<file path="src/core/xcc_pkg.sv">
// constants, state type and byte-packing helpers of the extremes block
package xcc_pkg;

	// register offsets
	localparam logic [7:0] ADDR_MIN_TEMP_HIGH = 8'h1F;
	localparam logic [7:0] ADDR_MIN_TEMP_LOW = 8'h20;
	localparam logic [7:0] ADDR_MAX_PRES_HIGH = 8'h21;
	localparam logic [7:0] ADDR_MAX_PRES_MID = 8'h22;
	localparam logic [7:0] ADDR_MAX_PRES_LOW = 8'h23;
	localparam logic [7:0] ADDR_MAX_TEMP_HIGH = 8'h24;
	localparam logic [7:0] ADDR_MAX_TEMP_LOW = 8'h25;
	localparam logic [7:0] ADDR_CTRL_ONE = 8'h26;

	// control register field positions
	localparam int CTRL_OS_MSB = 5;
	localparam int CTRL_OS_LSB = 3;
	localparam int CTRL_SRST_BIT = 2;
	localparam int CTRL_OST_BIT = 1;
	localparam int CTRL_SBY_BIT = 0;

	// widths and values after reset
	localparam int PRES_W = 20;
	localparam int TEMP_W = 12;
	localparam logic [PRES_W-1:0] PRES_RESET = 20'h00000;
	localparam logic [TEMP_W-1:0] TEMP_RESET = 12'h000;
	localparam logic [2:0] OS_RESET = 3'h0;
	localparam logic [7:0] RATIO_RESET = 8'h01;
	localparam logic [7:0] RDATA_RESET = 8'h00;

	// sequencer states, gray along idle -> standby -> reload
	typedef enum logic [1:0] {
		XCC_IDLE = 2'b00,
		XCC_SRST_STBY = 2'b01,
		XCC_SRST_LOAD = 2'b11,
		XCC_MEAS = 2'b10
	} xcc_seq_e;

	// merge one written byte into a 12-bit temperature
	function automatic logic [TEMP_W-1:0] xcc_temp_merge(
			input logic [TEMP_W-1:0] cur, input logic high,
			input logic [7:0] data);
		xcc_temp_merge = high ? {data, cur[3:0]} : {cur[11:4], data[7:4]};
	endfunction : xcc_temp_merge

	// low byte of a temperature: fraction on top, reserved zero below
	function automatic logic [7:0] xcc_temp_low(input logic [TEMP_W-1:0] v);
		xcc_temp_low = {v[3:0], 4'h0};
	endfunction : xcc_temp_low

endpackage : xcc_pkg

</file>
<file path="src/core/xcc_extreme.sv">
// one captured extreme value with software write and sample compare
`timescale 1ns/1ns
module xcc_extreme #(
	parameter int W = 12,
	parameter bit FIND_MAX = 1'b1,
	parameter bit SIGNED_CMP = 1'b0
) (
	input wire logic core_clk_in,
	input wire logic rst_in,
	input wire logic clear_in,
	input wire logic wr_in,
	input wire logic [W-1:0] wr_value_in,
	input wire logic sample_valid_in,
	input wire logic [W-1:0] sample_in,
	output logic [W-1:0] value_out
);

	logic [W-1:0] value_reg;
	logic [W-1:0] value_next;
	logic [W-1:0] base;
	logic beats;

	// write lands first, a sample in the same cycle is compared against it
	always_comb begin
		base = wr_in ? wr_value_in : value_reg;
		if (SIGNED_CMP) begin
			beats = FIND_MAX ? ($signed(sample_in) > $signed(base)) :
				($signed(sample_in) < $signed(base));
		end else begin
			beats = FIND_MAX ? (sample_in > base) : (sample_in < base);
		end
		value_next = base;
		if (clear_in) begin
			value_next = '0;
		end else if (sample_valid_in && beats) begin
			value_next = sample_in;
		end
	end

	always_ff @(posedge core_clk_in or posedge rst_in) begin
		if (rst_in) begin
			value_reg <= '0;
		end else begin
			value_reg <= value_next;
		end
	end

	assign value_out = value_reg;

endmodule : xcc_extreme

</file>
<file path="src/core/xcc_top.sv">
// captured extremes store and first measurement control register
//
// Overview of operation
// max pressure: unsigned 20 bits, 18 integer
// pressure low byte bits 5:4 hold fraction
// max pressure at 21h-23h, low nibble reserved
// temperatures signed 12 bits, integer in high
// temperature fraction in low byte bits 7:4
// min temperature at 1Fh and 20h
// max temperature at 24h and 25h
// extremes zero at reset, host clears by writing
// host changes fields only while in standby
// control register 26h layout, resets to zero
// completed sample replaces a beaten extreme
// reserved bits ignore writes, read zero
// oversample ratio is two to the field
// software reset: standby, reload, reset interface
// one-shot measures once, self-clears in standby
// standby select zero holds standby, one periodic
`timescale 1ns/1ns
module xcc_top (
	input wire logic core_clk_in,
	input wire logic rst_in,
	input wire logic [7:0] reg_addr_in,
	input wire logic reg_wr_in,
	input wire logic [7:0] reg_wdata_in,
	input wire logic reg_rd_in,
	output logic [7:0] reg_rdata_out,
	input wire logic period_tick_in,
	input wire logic meas_done_in,
	input wire logic [19:0] sample_pressure_in,
	input wire logic [11:0] sample_temp_in,
	output logic meas_start_out,
	output logic [7:0] oversample_ratio_out,
	output logic active_mode_out,
	output logic serial_reset_out
);

	xcc_pkg::xcc_seq_e state_reg;
	xcc_pkg::xcc_seq_e state_next;
	logic [2:0] oversample_select_reg;
	logic [2:0] oversample_select_next;
	logic one_shot_trigger_reg;
	logic one_shot_trigger_next;
	logic standby_active_select_reg;
	logic standby_active_select_next;
	logic shot_pend_reg;
	logic shot_pend_next;
	logic start_reg;
	logic start_next;
	logic srst_pulse_reg;
	logic srst_pulse_next;
	logic [7:0] ratio_reg;
	logic [7:0] ratio_next;
	logic [7:0] rdata_reg;
	logic [7:0] rdata_next;
	logic wr_open;
	logic ctrl_wr;
	logic shot_set;
	logic shot_clr;
	logic sample_valid;
	logic load_defaults;
	logic [19:0] max_pres;
	logic [11:0] min_temp;
	logic [11:0] max_temp;
	logic [19:0] max_pres_wval;
	logic [11:0] min_temp_wval;
	logic [11:0] max_temp_wval;
	logic max_pres_wr;
	logic min_temp_wr;
	logic max_temp_wr;

	// host writes are refused while the software reset runs
	assign wr_open = reg_wr_in && (state_reg == xcc_pkg::XCC_IDLE ||
		state_reg == xcc_pkg::XCC_MEAS);
	assign ctrl_wr = wr_open && reg_addr_in == xcc_pkg::ADDR_CTRL_ONE;
	assign shot_set = ctrl_wr && !reg_wdata_in[xcc_pkg::CTRL_SRST_BIT] &&
		reg_wdata_in[xcc_pkg::CTRL_OST_BIT] && !one_shot_trigger_reg;
	assign sample_valid = meas_done_in && state_reg == xcc_pkg::XCC_MEAS;
	assign load_defaults = state_reg == xcc_pkg::XCC_SRST_LOAD;

	// control register and measurement sequencer next state
	always_comb begin
		state_next = state_reg;
		oversample_select_next = oversample_select_reg;
		one_shot_trigger_next = one_shot_trigger_reg;
		standby_active_select_next = standby_active_select_reg;
		start_next = 1'b0;
		srst_pulse_next = 1'b0;
		shot_clr = 1'b0;
		// fields stored as written; host keeps to standby for them
		if (ctrl_wr) begin
			if (reg_wdata_in[xcc_pkg::CTRL_SRST_BIT]) begin
				state_next = xcc_pkg::XCC_SRST_STBY;
			end else begin
				oversample_select_next =
					reg_wdata_in[xcc_pkg::CTRL_OS_MSB:xcc_pkg::CTRL_OS_LSB];
				one_shot_trigger_next = reg_wdata_in[xcc_pkg::CTRL_OST_BIT];
				standby_active_select_next =
					reg_wdata_in[xcc_pkg::CTRL_SBY_BIT];
			end
		end
		case (state_reg)
			xcc_pkg::XCC_IDLE: begin
				// one-shot or periodic tick starts a measurement
				if (state_next == xcc_pkg::XCC_IDLE && (shot_pend_reg ||
						(standby_active_select_reg && period_tick_in))) begin
					start_next = 1'b1;
					shot_clr = 1'b1;
					state_next = xcc_pkg::XCC_MEAS;
				end
			end
			xcc_pkg::XCC_MEAS: begin
				if (meas_done_in && state_next == xcc_pkg::XCC_MEAS) begin
					state_next = xcc_pkg::XCC_IDLE;
					// one-shot self-clears only in standby
					if (!standby_active_select_reg && !shot_set) begin
						one_shot_trigger_next = 1'b0;
					end
				end
			end
			xcc_pkg::XCC_SRST_STBY: begin
				standby_active_select_next = 1'b0;
				state_next = xcc_pkg::XCC_SRST_LOAD;
			end
			xcc_pkg::XCC_SRST_LOAD: begin
				oversample_select_next = xcc_pkg::OS_RESET;
				one_shot_trigger_next = 1'b0;
				standby_active_select_next = 1'b0;
				shot_clr = 1'b1;
				srst_pulse_next = 1'b1;
				state_next = xcc_pkg::XCC_IDLE;
			end
			default: begin
				state_next = xcc_pkg::XCC_IDLE;
			end
		endcase
		// a new one-shot request wins over the consume of an old one
		shot_pend_next = (shot_pend_reg && !shot_clr) || shot_set;
		ratio_next = 8'h01 << oversample_select_next;
	end

	always_ff @(posedge core_clk_in or posedge rst_in) begin
		if (rst_in) begin
			state_reg <= xcc_pkg::XCC_IDLE;
			oversample_select_reg <= xcc_pkg::OS_RESET;
			one_shot_trigger_reg <= 1'b0;
			standby_active_select_reg <= 1'b0;
			shot_pend_reg <= 1'b0;
			start_reg <= 1'b0;
			srst_pulse_reg <= 1'b0;
			ratio_reg <= xcc_pkg::RATIO_RESET;
		end else begin
			state_reg <= state_next;
			oversample_select_reg <= oversample_select_next;
			one_shot_trigger_reg <= one_shot_trigger_next;
			standby_active_select_reg <= standby_active_select_next;
			shot_pend_reg <= shot_pend_next;
			start_reg <= start_next;
			srst_pulse_reg <= srst_pulse_next;
			ratio_reg <= ratio_next;
		end
	end

	// byte writes merged into the held extremes
	always_comb begin
		max_pres_wr = wr_open && (reg_addr_in == xcc_pkg::ADDR_MAX_PRES_HIGH ||
			reg_addr_in == xcc_pkg::ADDR_MAX_PRES_MID ||
			reg_addr_in == xcc_pkg::ADDR_MAX_PRES_LOW);
		min_temp_wr = wr_open && (reg_addr_in == xcc_pkg::ADDR_MIN_TEMP_HIGH ||
			reg_addr_in == xcc_pkg::ADDR_MIN_TEMP_LOW);
		max_temp_wr = wr_open && (reg_addr_in == xcc_pkg::ADDR_MAX_TEMP_HIGH ||
			reg_addr_in == xcc_pkg::ADDR_MAX_TEMP_LOW);
		max_pres_wval = max_pres;
		case (reg_addr_in)
			xcc_pkg::ADDR_MAX_PRES_HIGH: max_pres_wval[19:12] = reg_wdata_in;
			xcc_pkg::ADDR_MAX_PRES_MID: max_pres_wval[11:4] = reg_wdata_in;
			default: max_pres_wval[3:0] = reg_wdata_in[7:4];
		endcase
		min_temp_wval = xcc_pkg::xcc_temp_merge(min_temp,
			reg_addr_in == xcc_pkg::ADDR_MIN_TEMP_HIGH, reg_wdata_in);
		max_temp_wval = xcc_pkg::xcc_temp_merge(max_temp,
			reg_addr_in == xcc_pkg::ADDR_MAX_TEMP_HIGH, reg_wdata_in);
	end

	// pressure maximum, unsigned compare
	xcc_extreme #(.W(xcc_pkg::PRES_W), .FIND_MAX(1'b1), .SIGNED_CMP(1'b0))
	u_max_pres (
		.core_clk_in(core_clk_in),
		.rst_in(rst_in),
		.clear_in(load_defaults),
		.wr_in(max_pres_wr),
		.wr_value_in(max_pres_wval),
		.sample_valid_in(sample_valid),
		.sample_in(sample_pressure_in),
		.value_out(max_pres)
	);

	// temperature minimum, signed compare
	xcc_extreme #(.W(xcc_pkg::TEMP_W), .FIND_MAX(1'b0), .SIGNED_CMP(1'b1))
	u_min_temp (
		.core_clk_in(core_clk_in),
		.rst_in(rst_in),
		.clear_in(load_defaults),
		.wr_in(min_temp_wr),
		.wr_value_in(min_temp_wval),
		.sample_valid_in(sample_valid),
		.sample_in(sample_temp_in),
		.value_out(min_temp)
	);

	// temperature maximum, signed compare
	xcc_extreme #(.W(xcc_pkg::TEMP_W), .FIND_MAX(1'b1), .SIGNED_CMP(1'b1))
	u_max_temp (
		.core_clk_in(core_clk_in),
		.rst_in(rst_in),
		.clear_in(load_defaults),
		.wr_in(max_temp_wr),
		.wr_value_in(max_temp_wval),
		.sample_valid_in(sample_valid),
		.sample_in(sample_temp_in),
		.value_out(max_temp)
	);

	// read data registered one cycle after the read strobe
	always_comb begin
		rdata_next = rdata_reg;
		if (reg_rd_in) begin
			case (reg_addr_in)
				xcc_pkg::ADDR_MIN_TEMP_HIGH: rdata_next = min_temp[11:4];
				xcc_pkg::ADDR_MIN_TEMP_LOW:
					rdata_next = xcc_pkg::xcc_temp_low(min_temp);
				xcc_pkg::ADDR_MAX_PRES_HIGH: rdata_next = max_pres[19:12];
				xcc_pkg::ADDR_MAX_PRES_MID: rdata_next = max_pres[11:4];
				xcc_pkg::ADDR_MAX_PRES_LOW:
					rdata_next = {max_pres[3:0], 4'h0};
				xcc_pkg::ADDR_MAX_TEMP_HIGH: rdata_next = max_temp[11:4];
				xcc_pkg::ADDR_MAX_TEMP_LOW:
					rdata_next = xcc_pkg::xcc_temp_low(max_temp);
				xcc_pkg::ADDR_CTRL_ONE:
					rdata_next = {2'b00, oversample_select_reg, 1'b0,
						one_shot_trigger_reg, standby_active_select_reg};
				default: rdata_next = xcc_pkg::RDATA_RESET;
			endcase
		end
	end

	always_ff @(posedge core_clk_in or posedge rst_in) begin
		if (rst_in) begin
			rdata_reg <= xcc_pkg::RDATA_RESET;
		end else begin
			rdata_reg <= rdata_next;
		end
	end

	assign reg_rdata_out = rdata_reg;
	assign meas_start_out = start_reg;
	assign oversample_ratio_out = ratio_reg;
	assign active_mode_out = standby_active_select_reg;
	assign serial_reset_out = srst_pulse_reg;
endmodule : xcc_top

</file>
<file path="config.mk">
export PLATFORM = sky130hd
export DESIGN_NAME = xcc_top
export DESIGN_NICKNAME = d
export VERILOG_FILES = /design/src/core/xcc_pkg.sv /design/src/core/xcc_extreme.sv /design/src/core/xcc_top.sv
export SDC_FILE = /design/constraint.sdc
export NUM_CORES = 1
export LEC_CHECK = 0
export ABC_AREA = 0
export ABC_CLOCK_PERIOD_IN_PS = 3200
export BUFFER_PORTS_ARGS = -buffer_cell sky130_fd_sc_hd__buf_2
export CELL_PAD_IN_SITES_DETAIL_PLACEMENT = 1
export CELL_PAD_IN_SITES_GLOBAL_PLACEMENT = 1
export CORE_MARGIN = 3
export CORE_UTILIZATION = 40
export DETAILED_ROUTE_END_ITERATION = 10
export PLACE_DENSITY = 0.79
export RECOVER_POWER = 50
export SLEW_MARGIN = 20
export SYNTH_ARGS = -nofsm -noshare
export SYNTH_HDL_FRONTEND = slang
export SYNTH_SLANG_ARGS = --single-unit
</file>
<file path="constraint.sdc">
create_clock -name core_clk_in -period 3.2 [get_ports core_clk_in]
set_clock_uncertainty 0.15 [all_clocks]
set_input_delay 0.16 -clock core_clk_in [delete_from_list [all_inputs] [get_ports core_clk_in]]
set_output_delay 0.16 -clock core_clk_in [all_outputs]
set_load 0.03 [all_outputs]
</file>
# [After elaboration in Yosys (flattened, before gate mapping)]
# Index checks and enable logic that the tools add are counted.
[classes] n_shift=1 order_cmp=3 eq_ne=13 n_mux=35 n_reduce_logical=35
[ops] operator="12-bit two-way mux" n=8
[ops] operator="8-bit one-hot mux with 8 select lines" n=1
[ops] operator="20-bit two-way mux" n=3
[ops] operator="8-bit by 6-bit == test with 1-bit output, second input constant" n=7
[ops] operator="20-bit greater-than comparator" n=1
[ops] operator="1-bit logical AND" n=17
[ops] operator="8-bit two-way mux" n=2
[ops] operator="12-bit greater-than comparator" n=1
[ops] operator="12-bit < comparator" n=1
[ops] operator="1-bit two-way mux" n=10
[ops] operator="3-bit two-way mux" n=3
[ops] operator="8-bit by 5-bit == test with 1-bit output, second input constant" n=1
[ops] operator="2-bit two-way mux" n=4
[ops] operator="2-bit one-hot mux with 4 select lines" n=1
[ops] operator="1-bit by 3-bit left shift with 8-bit output, first input constant" n=1
[ops] operator="1-bit logical OR" n=7
[ops] operator="2-bit == test, second input constant" n=3
[ops] operator="1-bit logical NOT" n=5
[ops] operator="2-bit logical NOT" n=2
[ops] operator="4-bit two-way mux" n=1
[ops] operator="1-bit one-hot mux with 2 select lines" n=2
[ops] operator="2-bit OR reduction" n=2
[ops] operator="2-bit by 1-bit == test with 1-bit output, second input constant" n=1
[ops] operator="2-bit != test, second input constant" n=1
[ops] operator="2 further kinds" n=2
[word_totals] regBits=70 output_inout_bits=19

# [Longest topological paths before layout]
# Gate-level depths: netlist (run 1).
[depth] ltp_word=12 depth_mapped=15 depth_no_buf=13

# [Modules after synthesis]
# A second synthesis (run 1) with hierarchy kept.
[hier_totals] hier_cells=660 hier_area_um2=5984.5
[by_module_without_submodules] mod="xcc_top" area_per_inst_um2=2537.4 seq_area_each_um2=651.9 n_inst=1 cells_per_inst=316
[by_module_without_submodules] mod="xcc_extreme (u_max_pres)" area_per_inst_um2=1549.0 seq_area_each_um2=500.5 n_inst=1 cells_per_inst=163
[by_module_without_submodules] mod="xcc_extreme (u_max_temp)" area_per_inst_um2=949.7 seq_area_each_um2=300.3 n_inst=1 cells_per_inst=92
[by_module_without_submodules] mod="xcc_extreme (u_min_temp)" area_per_inst_um2=948.4 seq_area_each_um2=300.3 n_inst=1 cells_per_inst=89

# [Worst setup path before layout (run 1)]
# OpenSTA, ideal clock, no wires.
[synth_timing] kind="register to register" start="register state_reg[0]" end="register u_max_pres.value_reg[12] (netlist: u_max_pres.value_out[12])" required_time_ps=2921 setup_time_ps=129 t_arrival_ps=3135 path_stages_with_launch=15 slack_ps=-214 synth_period_minus_slack_ps=3414 cell_sequence="dfrtp_1 inv_1 ha_1 o21a_1 buf_2 nand2_1 mux2i_1 ha_1 nand4_1 nor4_1 a21boi_1 and4bb_2 clkbuf_1 o31ai_1 a21oi_1"
[synth_between] elab_chain_cells=9
[synth_rtl] element="start, declared" line="xcc_top.sv:39" rtl="xcc_pkg::xcc_seq_e state_reg;"
[synth_rtl] element="start signal, assigned" line="xcc_top.sv:145" rtl="state_reg <= xcc_pkg::XCC_IDLE;"
[synth_rtl] element="start signal, assigned" line="xcc_top.sv:154" rtl="state_reg <= state_next;"
[synth_rtl] element="2-bit == test or 2-bit logical NOT (tied branches)" line="xcc_top.sv:75, xcc_top.sv:79, xcc_top.sv:74"
[synth_rtl] element="1-bit logical OR" line="xcc_top.sv:74" rtl="assign wr_open = reg_wr_in && (state_reg == xcc_pkg::XCC_IDLE ||"
[synth_rtl] element="1-bit logical AND" line="xcc_top.sv:74"
[synth_rtl] element="1-bit logical AND" line="xcc_top.sv:167" rtl="max_pres_wr = wr_open && (reg_addr_in == xcc_pkg::ADDR_MAX_PRES_HIGH ||"
[synth_rtl] element="20-bit two-way mux" line="xcc_extreme.sv:25" rtl="base = wr_in ? wr_value_in : value_reg;"
[synth_rtl] element="20-bit greater-than comparator" line="xcc_extreme.sv:30" rtl="beats = FIND_MAX ? (sample_in > base) : (sample_in < base);"
[synth_rtl] element="1-bit logical AND" line="xcc_extreme.sv:35" rtl="end else if (sample_valid_in && beats) begin"
[synth_rtl] element="20-bit two-way mux" line="xcc_extreme.sv:35"
[synth_rtl] element="20-bit two-way mux (*)" line="xcc_extreme.sv:33" rtl="if (clear_in) begin"
[synth_rtl] element="net u_max_pres.value_next[12]" line="xcc_extreme.sv:19" rtl="logic [W-1:0] value_next;"
[synth_rtl] element="end signal, assigned" line="xcc_extreme.sv:44" rtl="value_reg <= value_next;"
[synth_rtl] element="end, declared" line="xcc_extreme.sv:18" rtl="logic [W-1:0] value_reg;"
# The timed path passes the listed nets; every way through them passes the cells marked *.
# A chain may end at the register's enable or synchronous reset.

# [Final worst setup path (run 1)]
[layout_timing] start="register state_reg[1]" end="register u_max_pres.value_reg[8] (netlist: u_max_pres.value_out[8])"
# Same word-level chain as after synthesis.

==> run metrics, run 1 <==
Detailed Place HPWL about 14000 um; Power Density around 790 nW/um^2; FF/Latch Area around 1800 sq um; fill count between 1000 and 1500; Num Clock Sinks 70; Synth Flop Type dfrtp_1; Cell Area, Synth between 4000 and 5000 sq um; die height around 120 um; final hold slack -0.00489 ns; share of post-route cells with drive strength above 1 between 50% and 60%; CP Launch Type flip-flop; asr flop ratio synth 100%; cell count after synthesis around 490; Total Nets Final ~760; io pins 73; TritonRoute pass-1 iters 5; clk_lat worst skew between 0.3 and 0.4 ns; period utilisation layout 120%; Yosys warnings 0; Util after Layout around two thirds; CP required 3.30 ns; CTS tree yes; Syn Nets 595; CTS Buf Count 9; detailed-route via count roughly 5900; antenna violations before repair 0; Final ANT Viol Nets 0; Root Driver clkbuf_16; fmax around 260 MHz; Max Cap Viol 1; Max VDD drop 0.346 mV; Tmin final a little under 4 ns; vias in the first global route between 6000 and 7000; RSZ-0062 raised after global routing true; initial core utilization between 40% and 50%; full die area 13400 sq um; register area share after synthesis a little over a third; Final GP Congestion approximately 0.90; Clock Pin Slew Worst Setup and Hold Paths around 0.070 ns; Core Rows 39; Setup-failing EPs final 44; largest net degree at the start of global routing 71; Die Width between 100 and 150 um; kind of critical path flip-flop to flip-flop; fin. max-slew vios just over 70; distinct cell type count after synthesis 60; WL per Instance 35.8 um; number of synthesized flops with an enable pin 0; Worst Setup End Kind flip-flop; slew margin rel. -29.9%; status finished, violations left; Syn Area/Cell just under 10 sq um; Routed WL 28700 um; Seq cells post-synth 70; core area approximately 12000 sq um; Layout area overhead 57.9%; grt ovf 0; DR vias/cell between 7 and 8; DRT iter0 DRCs just under 700; max reg flops 20; port bufs just over 70; first-pass GRT wire length approximately 37000 um; Hold Fails Final Rpt 2; number of diodes 0; CP Data Arrival Time ~4 ns; H-tree depth 3; Pleak 3.27 nW; most common cell after layout, fill and taps aside buf_2; Longest Clk Path Bufs 2; worst min path class input pin to flip-flop; most frequent cells in the layout 72 x buf_2, 71 x buf_4, 68 x dfrtp_1, 29 x a21oi_2, 29 x ha_1; Tightest Pin Transition around 1.9 ns; DRC viols 0; setup ws final -0.652 ns; Total GRT Usage between 30 and 40%; maximum fanout along the worst path 12; Multi-input gate area roughly 4000 sq um; failing checks negative hold slack, max-capacitance violations, max-slew violations, negative setup slack
-- final cells by class --
| cell class | count | share of cell area (%) |
|---|---|---|
| tap | 143 | 2.35 |
| inverter | 14 | 0.722 |
| clock inverter | 5 | 1.08 |
| multi-input combinational | 384 | 52.7 |
| clock buffer | 11 | 3.18 |
| timing repair buffer | 174 | 17.0 |
| sequential | 70 | 23.0 |
-- logic make-up (layout without fill, tap and decap cells) --
| logic type | after synthesis | count (layout) | share of synthesized area, % |
|---|---|---|---|
| multiplexers | 51 | 51 | 10.8 |
| AO/OA/AOI/OAI | 161 | 161 | 22.5 |
| buffers and inverters | 40 | 204 | 3.26 |
| AND/OR/NAND/NOR | 123 | 124 | 14.7 |
| flip-flops | 70 | 70 | 36.3 |
| adder cells (fa/ha/maj) | 48 | 48 | 12.4 |
-- worst max-delay path: stages, from the launching register on --
cell and delay (ns):
dfrtp_2 0.43, inv_2 0.08, ha_4 0.18, o21a_4 0.23, buf_12 0.14, nand2_8 0.15, mux2i_4 0.33, ha_4 0.25
buf_4 0.15, a211oi_2 0.29, o211ai_1 0.17, o221ai_1 0.28, and4bb_2 0.34, buf_6 0.21, o31ai_2 0.12, a21oi_2 0.25
-- report_power, final --
group	switching (W)	leakage, nW	internal [W]
Clock	0.000445	0.160	0.000707
Sequential	0.000419	0.900	0.00118
Combinational	0.00179	2.22	0.00149
-- metal layers --
metal  global-route usage (%)  vias to the layer above  wire (um)
li1                         -                     2249          -
met1                     43.7                     2879      10800
met2                     61.6                      544      12600
met3                     8.36                      208       2890
met4                     23.2                        0       2390
met5                        0                        -          0
-- cell usage after synthesis, types with 2 or more instances --
cell	instances	area, sq um
a21oi_1	55	275
nand4_1	11	68.8
buf_1	2	7.51
and3_2	3	22.5
and4_1	4	35.0
nor3_2	3	30.0
a21o_1	6	45.0
o31ai_1	22	165
clkbuf_1	18	67.6
nand2_1	20	75.1
nor2b_1	4	25.0
nor3_1	6	30.0
dfrtp_1	69	1730
a211oi_1	27	203
o2bb2ai_1	6	52.6
and3_1	3	18.8
o21ai_0	7	35.0
nor2_2	3	18.8
o21a_1	3	22.5
o22ai_1	3	18.8
nand2b_1	3	18.8
and2_1	3	18.8
a22oi_1	6	45.0
buf_2	6	30.0
inv_1	14	52.6
nand3_1	8	40.0
o211ai_1	4	30.0
nor2_1	30	113
nand2_2	2	12.5
nor4_1	9	56.3
a222oi_1	3	30.0
o221ai_1	2	17.5
mux2i_1	49	490
ha_1	48	601
a221oi_1	6	52.6
-- per-stage QoR --
step | instances | power, W | TNS, ns | worst slack [ns] | cell area [sq um]
4_1_cts | 781 | 0.00495 | -5.18 | -0.218 | 7000
3_5_place_dp | 745 | 0.00328 | -15.41 | -0.462 | 5850
3_3_place_gp | 745 | 0.00311 | -7.64 | -0.305 | 5850
5_1_grt | 801 | 0.00616 | -24.04 | -0.688 | 7630
6_report | 801 | 0.00603 | -22.29 | -0.652 | 7630
2_1_floorplan | 493 | 0.00248 | 0 | 0.00647 | 4900
-- worst paths after layout --
path	startpoint	to	slack [ns]	cells after the start
setup / recovery	state_reg[1]	u_max_pres.value_out[8]	-0.65	15
hold / removal	sample_pressure_in[18]	u_max_pres.value_out[18]	-0.005	3
setup reg to reg	state_reg[1]	u_max_pres.value_out[8]	-0.65	15
hold reg to reg	reg_rdata_out[4]	reg_rdata_out[4]	0.34	1
max in group asynchronous	rst_in	state_reg[1]	0.75	4
min in group asynchronous	rst_in	u_max_pres.value_out[13]	0.89	4
-- what timing repair did --
item,CTS,global route
setup endpoints to repair,44,44
pin swaps,32,30
setup buffers,9,20
hold buffers,5,0
resized for setup,130,93
hold endpoints to repair,73,0
cloned,6,1
Power figures use the tool's default switching activity.
==> run 2: changes to the inputs <==
Settings changed: ABC_AREA 0 to 1, CORE_UTILIZATION 40 to 38, PLACE_DENSITY 0.79 to 0.8.
==> run 2 against run 1 <==
  * The flow finishes with violations (negative hold slack, negative setup slack)
  * Sequential power decreased by 11%
  * Critical path depth up 3
  * Final cell count grew 24%
  * Clock power about the same
  * Register-to-register slack better by 0.28 ns
  * Fmax grew 7.8%
  * Sequential share of layout area is 1.6 points higher
  * Critical path type unchanged
  * Largest power group unchanged
==> run metrics, run 2 <==
Finished Layout Cells 993 (+24%); Yosys warnings 0 (unchanged); maximum fanout along the worst path 8 (-4); worst min path class input pin to flip-flop; largest net degree at the start of global routing 40 (-44%); internal power 0.00318 W (-5.6%); detailed-route via count 5928 (+0.82%); CP Launch Type flip-flop; clock power share 20.1% (+1.0 points); post-synthesis mux area share 1.30% (-9.6 points); Syn Nets 767 (+29%); io pins 73 (unchanged); Synth Flop Type dfrtp_1; failing checks negative hold slack, negative setup slack; CTS Buf Count 9 (unchanged); total negative slack -8.36 ns (+13.92 ns); Logic pwr share 55.0% (+0.6 points); Final GP Congestion 0.936 (+3.5%); Power Density 808 nW/um^2 (+2.2%); Synth Area in XOR/XNOR 0% (unchanged); vias in the first global route 5857 (-2.9%); period utilisation layout 112% (-8.7 points); Layout area overhead 44.6%; Total GRT Usage 27.9% (-9.3 points); Synth top area share 35.1% (-0.64 points); area leader, netlist dfrtp_1; CP required 3.31 ns (about the same); status finished, violations left; clk_lat worst skew 0.36 ns (+0.02 ns); Max Cap Viol 0 (-1); Syn Area/Cell 7.40 sq um (-25%); number of diodes 0 (unchanged); die height 120 um (+3.4%); DR vias/cell 5.97 (-19%); CP Data Arrival Time 3.69 ns (-0.26 ns); fmax 280 MHz (+7.8%); H-tree depth 3 (unchanged); synth top area cells dfrtp_1 35%, ha_1 12%, nand2_1 8.5%, o21ai_0 7.7%, a21oi_1 7.5%; Final ANT Viol Nets 0 (unchanged); R2R setup slack -0.37 ns (+0.28 ns); Core Rows 40 (+2.6%); Cell Area, Synth 4920 sq um (+1.8%); Worst Setup End Kind flip-flop; most frequent cells in the layout 96 x nand2_1, 94 x inv_1, 68 x dfrtp_1, 60 x nor2_1, 55 x buf_2; final hold slack -0.0187 ns (-0.0138 ns); Pleak 3.55 nW (+8.4%); antenna violations before repair 0 (unchanged); Reg power frac 24.9% (-1.6 points); power consumption 0.00575 W (-4.6%); Root Driver clkbuf_16; number of synthesized flops with an enable pin 0 (unchanged); placed insts 928 (+25%); distinct cell type count after synthesis 41 (-32%); grt ovf 0 (unchanged); share of post-route cells with drive strength above 1 32.0% (-23 points); Net Sw Power 0.00257 W (-3.3%); Routed WL 24100 um (-16%); slew margin rel. 29.0% (+59 points); port bufs 72 (unchanged); kind of critical path flip-flop to flip-flop; synth cell count leaders 112 x nand2_1, 97 x inv_1, 76 x o21ai_0; Max VDD drop 0.287 mV (-17%); Detailed Place HPWL 14000 um (+1.5%); Hold Fails Final Rpt 2 (unchanged); register area share after synthesis 35.6% (-0.65 points); most common cell after layout, fill and taps aside nand2_1; Longest Clk Path Bufs 2 (unchanged); Post-Synth Simple-Gate Area 21.0% (+6.4 points); Clock Pin Slew Worst Setup and Hold Paths 0.07 ns (about the same); Setup-failing EPs final 36 (-18%); RSZ-0062 raised after global routing true; full die area 14400 sq um (+6.8%); CTS tree yes; setup ws final -0.374 ns (+0.278 ns); Die Width 120 um (+3.4%); TritonRoute pass-1 iters 5 (unchanged); cell count after synthesis 665 (+35%); largest family of logic cells by synthesized area simple AND/OR/NAND/NOR gates; sw frac 44.6% (+0.61 points); DRC viols 0 (unchanged); first-pass GRT wire length 30900 um (-17%); Total Nets Final 922 (+22%); WL per Instance 24.3 um (-32%); cell with the most instances after synthesis nand2_1; DRT iter0 DRCs 481 (-30%); core area 12300 sq um (+6.0%); asr flop ratio synth 100% (unchanged); Tightest Pin Transition 1.06 ns (-0.892 ns); Compound-Gate Fraction of Synth Area 20.4% (-2.1 points); fin. max-slew vios 0 (-100%); max reg flops 20 (unchanged); initial core utilization 40.0% (-1.6 points); Tmin final 3.57 ns (-0.278 ns); Adder-Cell Fraction of Synth Area 12.2% (-0.22 points); Seq cells post-synth 70 (unchanged); Num Clock Sinks 70 (unchanged)
run 2: kinds of logic after synthesis:
group	after synthesis
buffers and inverters	119
muxes	6
AOI/OAI and AO/OA	182
and+or+nand+nor	240
DFF	70
adders and majority gates	48
run 2: power groups by stage:
stage	Combinational, W	Sequential (W)	Clock, W
finish	0.00316	0.00143	0.00115
global route	0.00335	0.00145	0.00120
CTS	0.00229	0.00138	0.00113
detailed placement	0.00212	0.00139	0
global placement	0.00197	0.00138	0
floorplan	0.00137	0.00135	0
run 2: final timing paths:
check | start | endpoint | cells past startpoint
max | state_reg[1] | u_max_pres.value_out[8] | 18
min | sample_temp_in[2] | u_max_temp.value_out[2] | 3
max reg2reg | state_reg[1] | u_max_pres.value_out[8] | 18
min reg2reg | reg_rdata_out[6] | reg_rdata_out[6] | 1
max in group asynchronous | rst_in | oversample_ratio_out[0] | 4
min in group asynchronous | rst_in | u_max_pres.value_out[12] | 3
run 2: critical path, stage by stage (launching register included):
cell	delay (ns)
dfrtp_2	0.43
inv_2	0.08
ha_4	0.17
o21ai_4	0.16
inv_4	0.08
nand2_4	0.15
buf_8	0.15
nor2_1	0.06
a21oi_2	0.30
ha_4	0.23
nand2_1	0.09
inv_1	0.10
nand4_1	0.18
buf_4	0.19
o211ai_1	0.24
nand2_2	0.18
buf_12	0.18
buf_16	0.13
a21oi_1	0.21
run 2: cell type report:
| class | count | area, sq um |
|---|---|---|
| clock buffer | 9 | 225 |
| clock inverter | 7 | 104 |
| fill | 1502 | 5190 |
| inverter | 100 | 378 |
| multi-input combinational | 477 | 3220 |
| sequential | 70 | 1750 |
| tap | 168 | 210 |
| timing repair buffer | 162 | 1220 |
run 2: per-layer routing:
metal	track usage (%)	vias up	routed length, um
met2	49.8	369	11500
met4	14.7	0	2030
met1	32.2	2846	9020
met5	0	-	0
met3	4.15	162	1540
li1	-	2551	-
run 2: repair_timing:
action	4_1_cts	5_1_grt
endpoints found under the hold margin	55	1
setup endpoints to repair	43	44
pin swaps	9	29
hold buffers	19	1
setup buffers	8	15
resized for setup	42	135
gates cloned	1	5
run 2: per-stage QoR:
| step | instance area (sq um) | hold WS, ns | setup WS (ns) | util, % |
|---|---|---|---|---|
| final | 7120 | -0.0187 | -0.374 | 57.8 |
| after global routing | 7120 | -0.00130 | -0.531 | 57.8 |
| after CTS | 6500 | 0.00203 | 0.00565 | 52.8 |
| after detailed placement | 5760 | 0.248 | -0.394 | 46.7 |
| after global placement | 5760 | 0.247 | -0.136 | 46.7 |
| after floorplan | 4920 | 0.157 | 0.00924 | - |
